**src/rtl/iiec_params.svh**
```systemverilog
// Offsets, field positions, reset values and counts of the block
`ifndef IIEC_PARAMS_SVH
`define IIEC_PARAMS_SVH
// Register byte offsets
`define IIEC_OFS_IEAC 8'h00
`define IIEC_OFS_STAT 8'h04
`define IIEC_OFS_MASK 8'h08
// Enable and acknowledge register fields
`define IIEC_TIE 7
`define IIEC_TX_END_IRQ_EN 6
`define IIEC_RIE 5
`define IIEC_NOACK_IRQ_EN 4
`define IIEC_STOP_DETECT_IRQ_EN 3
`define IIEC_ACK_CHECK_SEL 2
`define IIEC_ACK_RECEIVED 1
`define IIEC_ACK_TO_SEND 0
// Write mask keeps the captured acknowledge bit read-only
`define IIEC_IEAC_WMASK 8'hFD
// Status register fields, mask register uses the same layout
`define IIEC_TX_BUF_EMPTY_FLAG 7
`define IIEC_TX_END_FLAG 6
`define IIEC_RX_BUF_FULL_FLAG 5
`define IIEC_NOACK_FLAG 4
`define IIEC_STOP 3
`define IIEC_AL 2
`define IIEC_STAT_LO 2
// Reset values
`define IIEC_IEAC_RST 8'h00
`define IIEC_STAT_RST 8'h00
`define IIEC_MASK_RST 8'h00
// Data bits before the acknowledge slot
`define IIEC_DATA_BITS 4'h8
`endif

```
**src/rtl/iiec_pkg.sv**
```systemverilog
// Types shared by the acknowledge and interrupt control block
package iiec_pkg;
   // Frame slot tracker, one-hot
   typedef enum logic [3:0] {
      IIEC_IDLE = 4'b0001,
      IIEC_DATA = 4'b0010,
      IIEC_ACK = 4'b0100,
      IIEC_HALT = 4'b1000
   } iiec_slot_t;
endpackage : iiec_pkg

```
**src/rtl/iiec_sync.sv**
```systemverilog
// Two-flop synchroniser for the serial bus pins
`timescale 1ns/1ns
module iiec_sync (
   input wire logic pclk,
   input wire logic presetn,
   input wire logic [1:0] in_async,
   output logic [1:0] out_sync
);
   // First stage, read only by the second
   logic [1:0] meta;

   // Both stages reset high like an idle bus
   always_ff @(posedge pclk or negedge presetn) begin
      if (!presetn) begin
         meta <= 2'h3;
         out_sync <= 2'h3;
      end else begin
         meta <= in_async;
         out_sync <= meta;
      end
   end
endmodule : iiec_sync

```
**src/rtl/iiec_ctrl.sv**
```systemverilog
// Interrupt enable and acknowledge control of the two-wire interface
// Notes on behaviour
// - Tx empty request needs flag and enable
// - Tx end request gated by its enable
// - Tx end request drops with flag/enable
// - Rx full request gated by its enable
// - Rx full request drops with flag/enable
// - Noack enable gates noack or arb-lost
// - Noack request drops with flags/enable
// - Stop request only while its enable set
// - Check off: ignore acknowledge, keep going
// - Check on, transmitting, acknowledge one: halt transfer
// - Transmit mode captures acknowledge, read-only
// - Receive mode drives chosen acknowledge value
// - Tx end set at ninth rise, empty
// - Noack flag only when checking, transmitting
// - Tx empty set on buffer-to-shift move
`timescale 1ns/1ns
`include "iiec_params.svh"
module iiec_ctrl (
   input wire logic pclk,
   input wire logic presetn,
   input wire logic psel,
   input wire logic penable,
   input wire logic pwrite,
   input wire logic [7:0] paddr,
   input wire logic [31:0] pwdata,
   output logic [31:0] prdata,
   output logic pready,
   output logic pslverr,
   input wire logic scl_pin,
   input wire logic sda_pin,
   input wire logic tx_mode,
   input wire logic frame_start,
   input wire logic tx_load_evt,
   input wire logic rx_load_evt,
   input wire logic stop_evt,
   input wire logic arb_lost_evt,
   input wire logic tx_buf_write,
   input wire logic rx_buf_read,
   output logic sda_o,
   output logic sda_oe,
   output logic xfer_halt,
   output logic tx_empty_irq,
   output logic tx_end_irq,
   output logic rx_full_irq,
   output logic noack_irq,
   output logic stop_detect_irq,
   output logic irq
);
   logic [7:0] ien; // Enable and acknowledge control, bit 1 unused
   logic ack_received; // Captured acknowledge from the receiver
   logic [7:0] stat; // Sticky status flags
   localparam logic [7:0] stat_rst_val = `IIEC_STAT_RST; // Flag reset
   logic [7:0] mask; // Interrupt mask, same layout as status
   // Per-bit set and clear terms of the status flags
   logic [7:0] st_set;
   logic [7:0] st_clr;
   // Synchronised pins and edge history
   logic [1:0] pins_s;
   logic scl_s;
   logic sda_s;
   logic scl_d;
   logic scl_rise;
   logic scl_fall;
   // Frame slot state and bit count
   iiec_pkg::iiec_slot_t state;
   iiec_pkg::iiec_slot_t next_state;
   logic [3:0] bit_cnt;
   // Ninth rising edge and no-acknowledge detection
   logic ack_rise;
   logic nack_det;
   // Bus access decode
   logic acc;
   logic wr;
   logic map_hit;
   logic [7:0] rd_val;

   // Pin synchroniser
   iiec_sync u_sync (
      .pclk(pclk),
      .presetn(presetn),
      .in_async({scl_pin, sda_pin}),
      .out_sync(pins_s)
   );
   assign scl_s = pins_s[1];
   assign sda_s = pins_s[0];

   // Edge detection on the synchronised clock line
   always_ff @(posedge pclk or negedge presetn) begin
      if (!presetn) begin
         scl_d <= 1'b1;
      end else begin
         scl_d <= scl_s;
      end
   end
   assign scl_rise = scl_s & ~scl_d;
   assign scl_fall = ~scl_s & scl_d;

   // Access phase of an APB transfer, answered at once
   assign acc = psel & penable & pready;
   assign wr = acc & pwrite;
   assign map_hit = (paddr == `IIEC_OFS_IEAC) ||
                    (paddr == `IIEC_OFS_STAT) ||
                    (paddr == `IIEC_OFS_MASK);

   // Read mux, captured acknowledge placed in bit 1
   always_comb begin
      case (paddr)
         `IIEC_OFS_IEAC: begin
            rd_val = ien;
            rd_val[`IIEC_ACK_RECEIVED] = ack_received;
         end
         `IIEC_OFS_STAT: rd_val = stat;
         `IIEC_OFS_MASK: rd_val = mask;
         default: rd_val = 8'h00;
      endcase
   end

   // Bus answer: ready, error and read data registered in the setup cycle, shown in the first access cycle
   always_ff @(posedge pclk or negedge presetn) begin
      if (!presetn) begin
         pready <= 1'b0;
         pslverr <= 1'b0;
         prdata <= 32'h00000000;
      end else begin
         pready <= psel & ~penable;
         pslverr <= psel & ~penable & ~map_hit;
         prdata <= {24'h000000, rd_val};
      end
   end

   // Enable and acknowledge control register
   always_ff @(posedge pclk or negedge presetn) begin
      if (!presetn) begin
         ien <= `IIEC_IEAC_RST;
      end else if (wr && paddr == `IIEC_OFS_IEAC) begin
         ien <= pwdata[7:0] & `IIEC_IEAC_WMASK;
      end
   end

   // Interrupt mask register
   always_ff @(posedge pclk or negedge presetn) begin
      if (!presetn) begin
         mask <= `IIEC_MASK_RST;
      end else if (wr && paddr == `IIEC_OFS_MASK) begin
         mask <= pwdata[7:0];
      end
   end

   // Slot sequencing of a frame
   always_comb begin
      case (state)
         iiec_pkg::IIEC_IDLE: next_state = state;
         iiec_pkg::IIEC_DATA: begin
            // Eight data bits done, acknowledge slot follows
            if (scl_fall && bit_cnt == `IIEC_DATA_BITS) begin
               next_state = iiec_pkg::IIEC_ACK;
            end else begin
               next_state = state;
            end
         end
         iiec_pkg::IIEC_ACK: begin
            // End of ninth clock: halt or next frame
            if (scl_fall) begin
               next_state = xfer_halt ? iiec_pkg::IIEC_HALT
                                      : iiec_pkg::IIEC_DATA;
            end else begin
               next_state = state;
            end
         end
         iiec_pkg::IIEC_HALT: next_state = state;
         default: next_state = iiec_pkg::IIEC_IDLE;
      endcase
      // Start and stop override the sequence
      if (frame_start) begin
         next_state = iiec_pkg::IIEC_DATA;
      end else if (stop_evt) begin
         next_state = iiec_pkg::IIEC_IDLE;
      end
   end

   // State register
   always_ff @(posedge pclk or negedge presetn) begin
      if (!presetn) begin
         state <= iiec_pkg::IIEC_IDLE;
      end else begin
         state <= next_state;
      end
   end

   // Data bit counter, cleared on each new frame
   always_ff @(posedge pclk or negedge presetn) begin
      if (!presetn) begin
         bit_cnt <= 4'h0;
      end else if (frame_start || next_state != iiec_pkg::IIEC_DATA ||
                   state != iiec_pkg::IIEC_DATA) begin
         bit_cnt <= 4'h0;
      end else if (scl_rise) begin
         bit_cnt <= bit_cnt + 4'h1;
      end
   end

   // Ninth rising edge and a missing acknowledge while checking in transmit mode
   assign ack_rise = (state == iiec_pkg::IIEC_ACK) & scl_rise;
   assign nack_det = ack_rise & tx_mode & ien[`IIEC_ACK_CHECK_SEL] & sda_s;

   // Captured acknowledge in transmit mode
   always_ff @(posedge pclk or negedge presetn) begin
      if (!presetn) begin
         ack_received <= 1'b0;
      end else if (ack_rise && tx_mode) begin
         ack_received <= sda_s;
      end
   end

   // Halt of continuous transfer on a checked acknowledge of one in transmit mode
   always_ff @(posedge pclk or negedge presetn) begin
      if (!presetn) begin
         xfer_halt <= 1'b0;
      end else if (frame_start || stop_evt) begin
         xfer_halt <= 1'b0;
      end else if (nack_det) begin
         xfer_halt <= 1'b1;
      end
   end

   // Acknowledge drive in receive mode
   always_ff @(posedge pclk or negedge presetn) begin
      if (!presetn) begin
         sda_oe <= 1'b0;
         sda_o <= 1'b1;
      end else begin
         sda_oe <= (state == iiec_pkg::IIEC_ACK) & ~tx_mode;
         sda_o <= ien[`IIEC_ACK_TO_SEND];
      end
   end

   // Status flag set terms
   always_comb begin
      st_set = 8'h00;
      st_set[`IIEC_TX_BUF_EMPTY_FLAG] = tx_load_evt;
      st_set[`IIEC_TX_END_FLAG] = ack_rise & stat[`IIEC_TX_BUF_EMPTY_FLAG];
      st_set[`IIEC_RX_BUF_FULL_FLAG] = rx_load_evt;
      st_set[`IIEC_NOACK_FLAG] = nack_det;
      st_set[`IIEC_STOP] = stop_evt;
      st_set[`IIEC_AL] = arb_lost_evt;
   end

   // Status flag clear terms: write one, buffer accesses
   always_comb begin
      st_clr = 8'h00;
      if (wr && paddr == `IIEC_OFS_STAT) begin
         st_clr = pwdata[7:0];
      end
      if (tx_buf_write) begin
         st_clr[`IIEC_TX_BUF_EMPTY_FLAG] = 1'b1;
         st_clr[`IIEC_TX_END_FLAG] = 1'b1;
      end
      if (rx_buf_read) begin
         st_clr[`IIEC_RX_BUF_FULL_FLAG] = 1'b1;
      end
   end

   // Sticky flags, a set wins over a clear in the same cycle
   for (genvar b = 0; b < 8; b++) begin : g_stat
      if (b >= `IIEC_STAT_LO) begin : g_flag
         always_ff @(posedge pclk or negedge presetn) begin
            if (!presetn) begin
               stat[b] <= stat_rst_val[b];
            end else begin
               stat[b] <= st_set[b] | (stat[b] & ~st_clr[b]);
            end
         end
      end else begin : g_zero
         assign stat[b] = 1'b0;
      end
   end

   // Interrupt requests, each a flag (noack: noack or arb-lost flag) gated by its enable
   always_ff @(posedge pclk or negedge presetn) begin
      if (!presetn) begin
         tx_empty_irq <= 1'b0;
         tx_end_irq <= 1'b0;
         rx_full_irq <= 1'b0;
         noack_irq <= 1'b0;
         stop_detect_irq <= 1'b0;
      end else begin
         tx_empty_irq <= stat[`IIEC_TX_BUF_EMPTY_FLAG] & ien[`IIEC_TIE];
         tx_end_irq <= stat[`IIEC_TX_END_FLAG] & ien[`IIEC_TX_END_IRQ_EN];
         rx_full_irq <= stat[`IIEC_RX_BUF_FULL_FLAG] & ien[`IIEC_RIE];
         noack_irq <= (stat[`IIEC_NOACK_FLAG] | stat[`IIEC_AL]) &
                      ien[`IIEC_NOACK_IRQ_EN];
         stop_detect_irq <= stat[`IIEC_STOP] & ien[`IIEC_STOP_DETECT_IRQ_EN];
      end
   end

   // Summary interrupt from unmasked status flags
   always_ff @(posedge pclk or negedge presetn) begin
      if (!presetn) begin
         irq <= 1'b0;
      end else begin
         irq <= |(stat & mask);
      end
   end
endmodule : iiec_ctrl

```
**config.mk**
```make
export PLATFORM = sky130hd
export DESIGN_NAME = iiec_ctrl
export DESIGN_NICKNAME = d
export VERILOG_FILES = /design/src/rtl/iiec_pkg.sv /design/src/rtl/iiec_sync.sv /design/src/rtl/iiec_ctrl.sv
export VERILOG_INCLUDE_DIRS = /design/src /design/src/rtl
export SDC_FILE = /design/constraint.sdc
export NUM_CORES = 1
export LEC_CHECK = 0
export ABC_CLOCK_PERIOD_IN_PS = 1700
export BUFFER_PORTS_ARGS = -buffer_cell sky130_fd_sc_hd__buf_4
export CAP_MARGIN = 40
export CORE_MARGIN = 3
export CORE_UTILIZATION = 44
export DETAILED_ROUTE_END_ITERATION = 16
export PLACE_DENSITY_LB_ADDON = 0.15
export SLEW_MARGIN = 5
export SYNTH_ARGS = -nofsm -noshare
export SYNTH_HDL_FRONTEND = slang
export SYNTH_SLANG_ARGS = --single-unit
```
**constraint.sdc**
```tcl
create_clock -name pclk -period 1.7 [get_ports pclk]
set_clock_uncertainty 0.05 [all_clocks]
set_input_delay 0.34 -clock pclk [delete_from_list [all_inputs] [get_ports pclk]]
set_output_delay 0.34 -clock pclk [all_outputs]
set_load 0.01 [all_outputs]
```
### Word level (Yosys, flattened, before mapping)

Cells that the tools add are included.

* $add $sub $neg: 1
* equal/unequal tests: 9
* multiplexer cells: 14
* bitwise gates (word level): 43
* reduce and logical (&&, ||, !) cells: 15

Operators with widths (count)
* $mux W4: 7
* $and A1 B1 Y1: 24
* $pmux W8 S3: 1
* $pmux W4 S3: 1
* $not A1 Y1: 11
* $and A8 B8 Y8: 1
* $eq A4 B4 Y1 const B: 2
* $eq A8 B3 Y1 const B: 1
* $eq A8 B4 Y1 const B: 1
* $logic_not A8 Y1: 1
* $mux W8: 1
* $ne A4 B2 Y1 const B: 2
* $reduce_or A8 Y1: 1
* $or A1 B1 Y1: 7
* $logic_and A1 B1 Y1: 5
* $logic_or A1 B1 Y1: 5
* $add A4 B1 Y4 const B: 1
* $eq A4 B1 Y1 const B: 1
* $eq A4 B2 Y1 const B: 1
* $eq A4 B3 Y1 const B: 1
* $reduce_bool A2 Y1: 2
* $mux W1: 3
* $mux W2: 1
* $reduce_or A2 Y1: 1

* flip-flop bits (word level): 54
* input port bits: 55
* output and inout port bits: 43
* logic and storage cells: 108

### Longest topological paths before layout

* depth in word-level cells: 11
* mapped depth: 6
* gate-level depth less buffers: 6

### Cells and area by module

Synthesis repeated with hierarchy kept, for this count alone.

* cells, all modules: 219
* area, all modules: 2518.7 um^2

Modules (own cells, without submodules)
* iiec_ctrl: instances 1, cells each 215, area each 2413.6 um^2, sequential area each 1255.0 um^2
* iiec_sync: instances 1, cells each 4, area each 105.1 um^2, sequential area each 105.1 um^2

### Least setup slack after synthesis

No wires, ideal clock.

* kind: input -> register
* start point: input port paddr[7]
* end point: register ien[0]
* setup time: 0.125 ns
* data arrival time: 1.676 ns
* data required time: 1.525 ns
* path slack: -0.151 ns
* stages on the path: 5
* path buffers: 1
* path through: nor4_1 nand2_1 or4_1 buf_4 mux2_4

* cells in the longest elaborated chain, start to end: 2

Ends and longest elaborated chain
* start, declared: line iiec_ctrl.sv:26 `input wire logic [7:0] paddr,`
* $logic_not A8 Y1 (no source line)
* $logic_and A1 B1 Y1 (no source line)
* end signal, assigned: line iiec_ctrl.sv:136 `` ien <= `IIEC_IEAC_RST; ``
* end signal, assigned: line iiec_ctrl.sv:138 `` ien <= pwdata[7:0] & `IIEC_IEAC_WMASK; ``
* end, declared: line iiec_ctrl.sv:51 `logic [7:0] ien;`

Every way passes these cells.
A chain may end at the register's enable or synchronous reset.

### Final worst setup path

* start point: register state[1]
* end point: register state[3]

* cells in the longest elaborated chain, start to end: 5
* elaborated cells between the ends (all ways): 8
* classes of those cells: eq/ne (4); mux (3); reduce/logical (1)

Ends and longest elaborated chain
* start, declared: line iiec_ctrl.sv:67 `iiec_pkg::iiec_slot_t state;`
* start signal, assigned: line iiec_ctrl.sv:186 `state <= iiec_pkg::IIEC_IDLE;`
* start signal, assigned: line iiec_ctrl.sv:188 `state <= next_state;`
* $eq A4 B4 Y1 / $eq A4 B1 Y1 (equally long branches): line iiec_ctrl.sv:153 `case (state)`
* $reduce_or A2 Y1 (no source line)
* $pmux W4 S3 (*): line iiec_ctrl.sv:153
* $mux W4 (*): line iiec_ctrl.sv:178 `end else if (stop_evt) begin`
* $mux W4 (*): line iiec_ctrl.sv:176 `if (frame_start) begin`
* named net next_state[3]: line iiec_ctrl.sv:68 `iiec_pkg::iiec_slot_t next_state;`

The timed path passes the listed nets; every way through them passes the cells marked *.

==> flow_summary.ini <==
[detailed_routing]
postRouteWirelength_mm = 5.18
avgRoutedWirePerCell_microns = 14.2
avgViaCountPerCell = 4.85
remaining_drc_errors = 0
drt_first_iter_violations = 102
drt_pass1_iterations = 4
vias = 1770
antenna_left = 0

[layout]
post_route_cells_drive_above_1_share_pct = 39.7
area_delta_synth_final_pct = 28.8
most_frequent_standard_cell_in_the_layout_excluding_fill_and_tap_cells = sky130_fd_sc_hd__buf_4
number_of_nets_in_the_layout = 351
antenna_cells_inserted = 0
commonest_cells_after_routing_fill_and_taps_aside = 73 x sky130_fd_sc_hd__buf_4, 46 x sky130_fd_sc_hd__dfrtp_1, 24 x sky130_fd_sc_hd__nor2_1, 24 x sky130_fd_sc_hd__conb_1, 12 x sky130_fd_sc_hd__a21oi_1

[timing]
maxSlewViolCount = 0
achievable-frequency_mhz = 599
hold_viol = 0
setup_viol = 0
finalWorstPathRequiredPeriod_ns = 1.67
relSlewSlack_pct = 55.4
fin_worst_hold_slack_ns = 0.00138
worst_pin_slew_ns = 0.669
setup_total_negative_slack_ns = 0
post-route-period-util_pct = 98.2

[placed_design]
dpl.hpwl_mm = 3.69
gp_congestion = 0.776
portBuffers = 49

[setup_path]
critical_path_required_ns = 1.86
critPathMaxFanout = 4
crit_path_capture_type = flip-flop
ff2ff_path_depth = 4
reg2reg_setup_slack_ns = 0.03
critical_path_launch_point_type = flip-flop
r2r-start = state[1]$_DFF_PN0_
crit_type = flip-flop to flip-flop
crit_path_start = state[1]$_DFF_PN0_
critical_path_arrival_ns = 1.83

[global_route]
grt_remaining_overflow = 0
track_usage_pct = 15.9
grt_pass1_wl_mm = 7.73
number_of_global_route_vias_before_repair = 1583
grt_max_degree = 55
initial_antenna_violation_count = 0

[floorplanning]
start_util_pct = 47.2
core_region_area_sq_mm = 0.00534
dieWidth_microns = 81.7
top_level_ports = 98
floorplan.die.height_microns = 81.7
die_ar_sq_mm = 0.00667
row_count = 26

[cts]
maximum_number_of_buffers_from_clock_root_to_sink = 2
h-tree-depth = 2
cts-root-buf = sky130_fd_sc_hd__clkbuf_8
cts_tree = yes
worst_skew_pair.late_latency_ns = 0.31
clock_pin_transition_on_the_worst_setup_and_hold_timing_paths_ns = 0.09
cts.sinks = 54
cts_inserted_buffers = 5

[synthesis]
netlist_instances = 219
average_cell_area_after_synthesis_sq_um = 11.5
synth_flop_cell = sky130_fd_sc_hd__dfrtp_1
netlist_area_sq_mm = 0.00252
synth.lib_cells_used.distinct = 42
synth_sequential_area_ratio_pct = 54.0
ys_async_sr_fraction_pct = 100
number_of_synthesized_flops_with_an_enable_pin = 0
synth_warnings = 0
post_synthesis_sequential_element_count = 54

[flow_run]
drv.max_cap_violation_count = 0

[pwr]
irDropWorstVdd_mv = 0.297
leakagePower_nw = 1.61
p_per_area_mw_per_mm2 = 705

[min_path]
hp-class = primary input to asynchronous set/reset pin

[status]
run_status = complete, no violations
## area by class of cell
class	count	area (sq um)
Clock buffer	7	86.3
Clock inverter	1	5.00
Fill cell	441	2090
Inverter	9	33.8
Multi-Input combinational cell	149	1090
Sequential cell	54	1360
Tap cell	70	87.6
Timing Repair Buffer	75	579
## worst max-delay path, stage by stage, from the launching register on
cell                        delay (ns)
sky130_fd_sc_hd__dfrtp_2          0.44
sky130_fd_sc_hd__or4b_4           0.58
sky130_fd_sc_hd__o311ai_4         0.10
sky130_fd_sc_hd__nand2_2          0.12
sky130_fd_sc_hd__a2111oi_4        0.28
## power by group
| part | total [mW] | switching, mW | internal [mW] | leakage, nW |
|---|---|---|---|---|
| clock | 0.727 | 0.397 | 0.329 | 0.0482 |
| sequential | 1.33 | 0.0189 | 1.31 | 0.707 |
| combinational | 0.235 | 0.128 | 0.106 | 0.858 |
| total | 2.29 | 0.544 | 1.74 | 1.61 |
## cells in the mapped netlist, types with 2 or more instances
cell type,instances,area [sq um]
sky130_fd_sc_hd__clkbuf_1,3,11.3
sky130_fd_sc_hd__nor4b_1,2,17.5
sky130_fd_sc_hd__o21ai_0,3,15.0
sky130_fd_sc_hd__and2_1,5,31.3
sky130_fd_sc_hd__ha_1,2,25.0
sky130_fd_sc_hd__a31oi_1,4,25.0
sky130_fd_sc_hd__nor2b_1,5,31.3
sky130_fd_sc_hd__nand2b_1,4,25.0
sky130_fd_sc_hd__nand3_1,2,10.0
sky130_fd_sc_hd__dfrtp_1,47,1180
sky130_fd_sc_hd__a21oi_1,12,60.1
sky130_fd_sc_hd__buf_4,25,188
sky130_fd_sc_hd__o21a_1,2,15.0
sky130_fd_sc_hd__xnor2_1,2,17.5
sky130_fd_sc_hd__nand4_1,2,12.5
sky130_fd_sc_hd__nor4_1,2,12.5
sky130_fd_sc_hd__mux2_4,7,105
sky130_fd_sc_hd__mux2_2,9,101
sky130_fd_sc_hd__xor2_1,3,26.3
sky130_fd_sc_hd__nand2_1,6,22.5
sky130_fd_sc_hd__dfstp_2,7,184
sky130_fd_sc_hd__nor2_1,24,90.1
sky130_fd_sc_hd__nor3_1,4,20.0
sky130_fd_sc_hd__a22oi_1,4,30.0
sky130_fd_sc_hd__inv_1,9,33.8
sky130_fd_sc_hd__mux2i_1,8,80.1
## flip-flops by register name, indices dropped and copies added (netlist names)
| name | count |
|---|---|
| ack_received | 1 |
| bit_cnt | 4 |
| ien | 7 |
| irq | 1 |
| mask | 8 |
| noack_irq | 1 |
| prdata | 8 |
| pready | 1 |
| pslverr | 1 |
| rx_full_irq | 1 |
| scl_d | 1 |
| sda_o | 1 |
| sda_oe | 1 |
| stat | 6 |
| state | 4 |
| stop_detect_irq | 1 |
| tx_empty_irq | 1 |
| tx_end_irq | 1 |
| u_sync.meta | 2 |
| u_sync.out_sync | 2 |
| xfer_halt | 1 |
## layer usage
layer  GRT usage [%]  vias up  wire length (microns)
met3            3.95       10                    341
met2            23.5       64                   2350
met4            7.48        0                    109
met5               0        -                      0
li1                -      852                      -
met1            22.0      844                   2380
## per-stage QoR
step	instances	total power, mW	utilization, %	setup WS (ns)	area, sq um
after floorplan	242	1.48	-	-0.108	2670
after global placement	351	1.57	57.5	-0.344	3070
after detailed placement	351	1.57	57.5	-0.348	3070
after CTS	363	2.30	60.1	-0.00867	3200
after global routing	365	2.39	60.8	-0.00585	3240
final	365	2.29	60.8	0.0300	3240
## final timing paths
check / to
setup / recovery: state[3]$_DFF_PN0_
hold / removal: state[3]$_DFF_PN0_
max in group asynchronous: state[1]$_DFF_PN0_
hold reg to reg: u_sync.out_sync[0]$_DFF_PN1_
setup reg to reg: state[3]$_DFF_PN0_
min in group pclk: u_sync.meta[1]$_DFF_PN1_
## logic make-up (layout without fill, tap and decap cells)
group	Yosys count	after routing	share of synthesized area [%]
AND/OR/NAND/NOR	63	63	13.8
flip-flops	54	54	54.0
XOR/XNOR	5	5	1.74
AO/OA/AOI/OAI	31	31	8.05
other	1	24	0.149
buffers and inverters	39	92	9.89
adder cells (fa/ha/maj)	2	2	0.993
multiplexers	24	24	11.4
## repair_timing
item                       in CTS  in global routing
gates resized for setup         3                  4
setup endpoints to repair       8                 13
buffers inserted                4                  2
hold buffers                    0                  0
pin swaps                       0                  4
No activity file was read; power rests on OpenSTA's default activity.
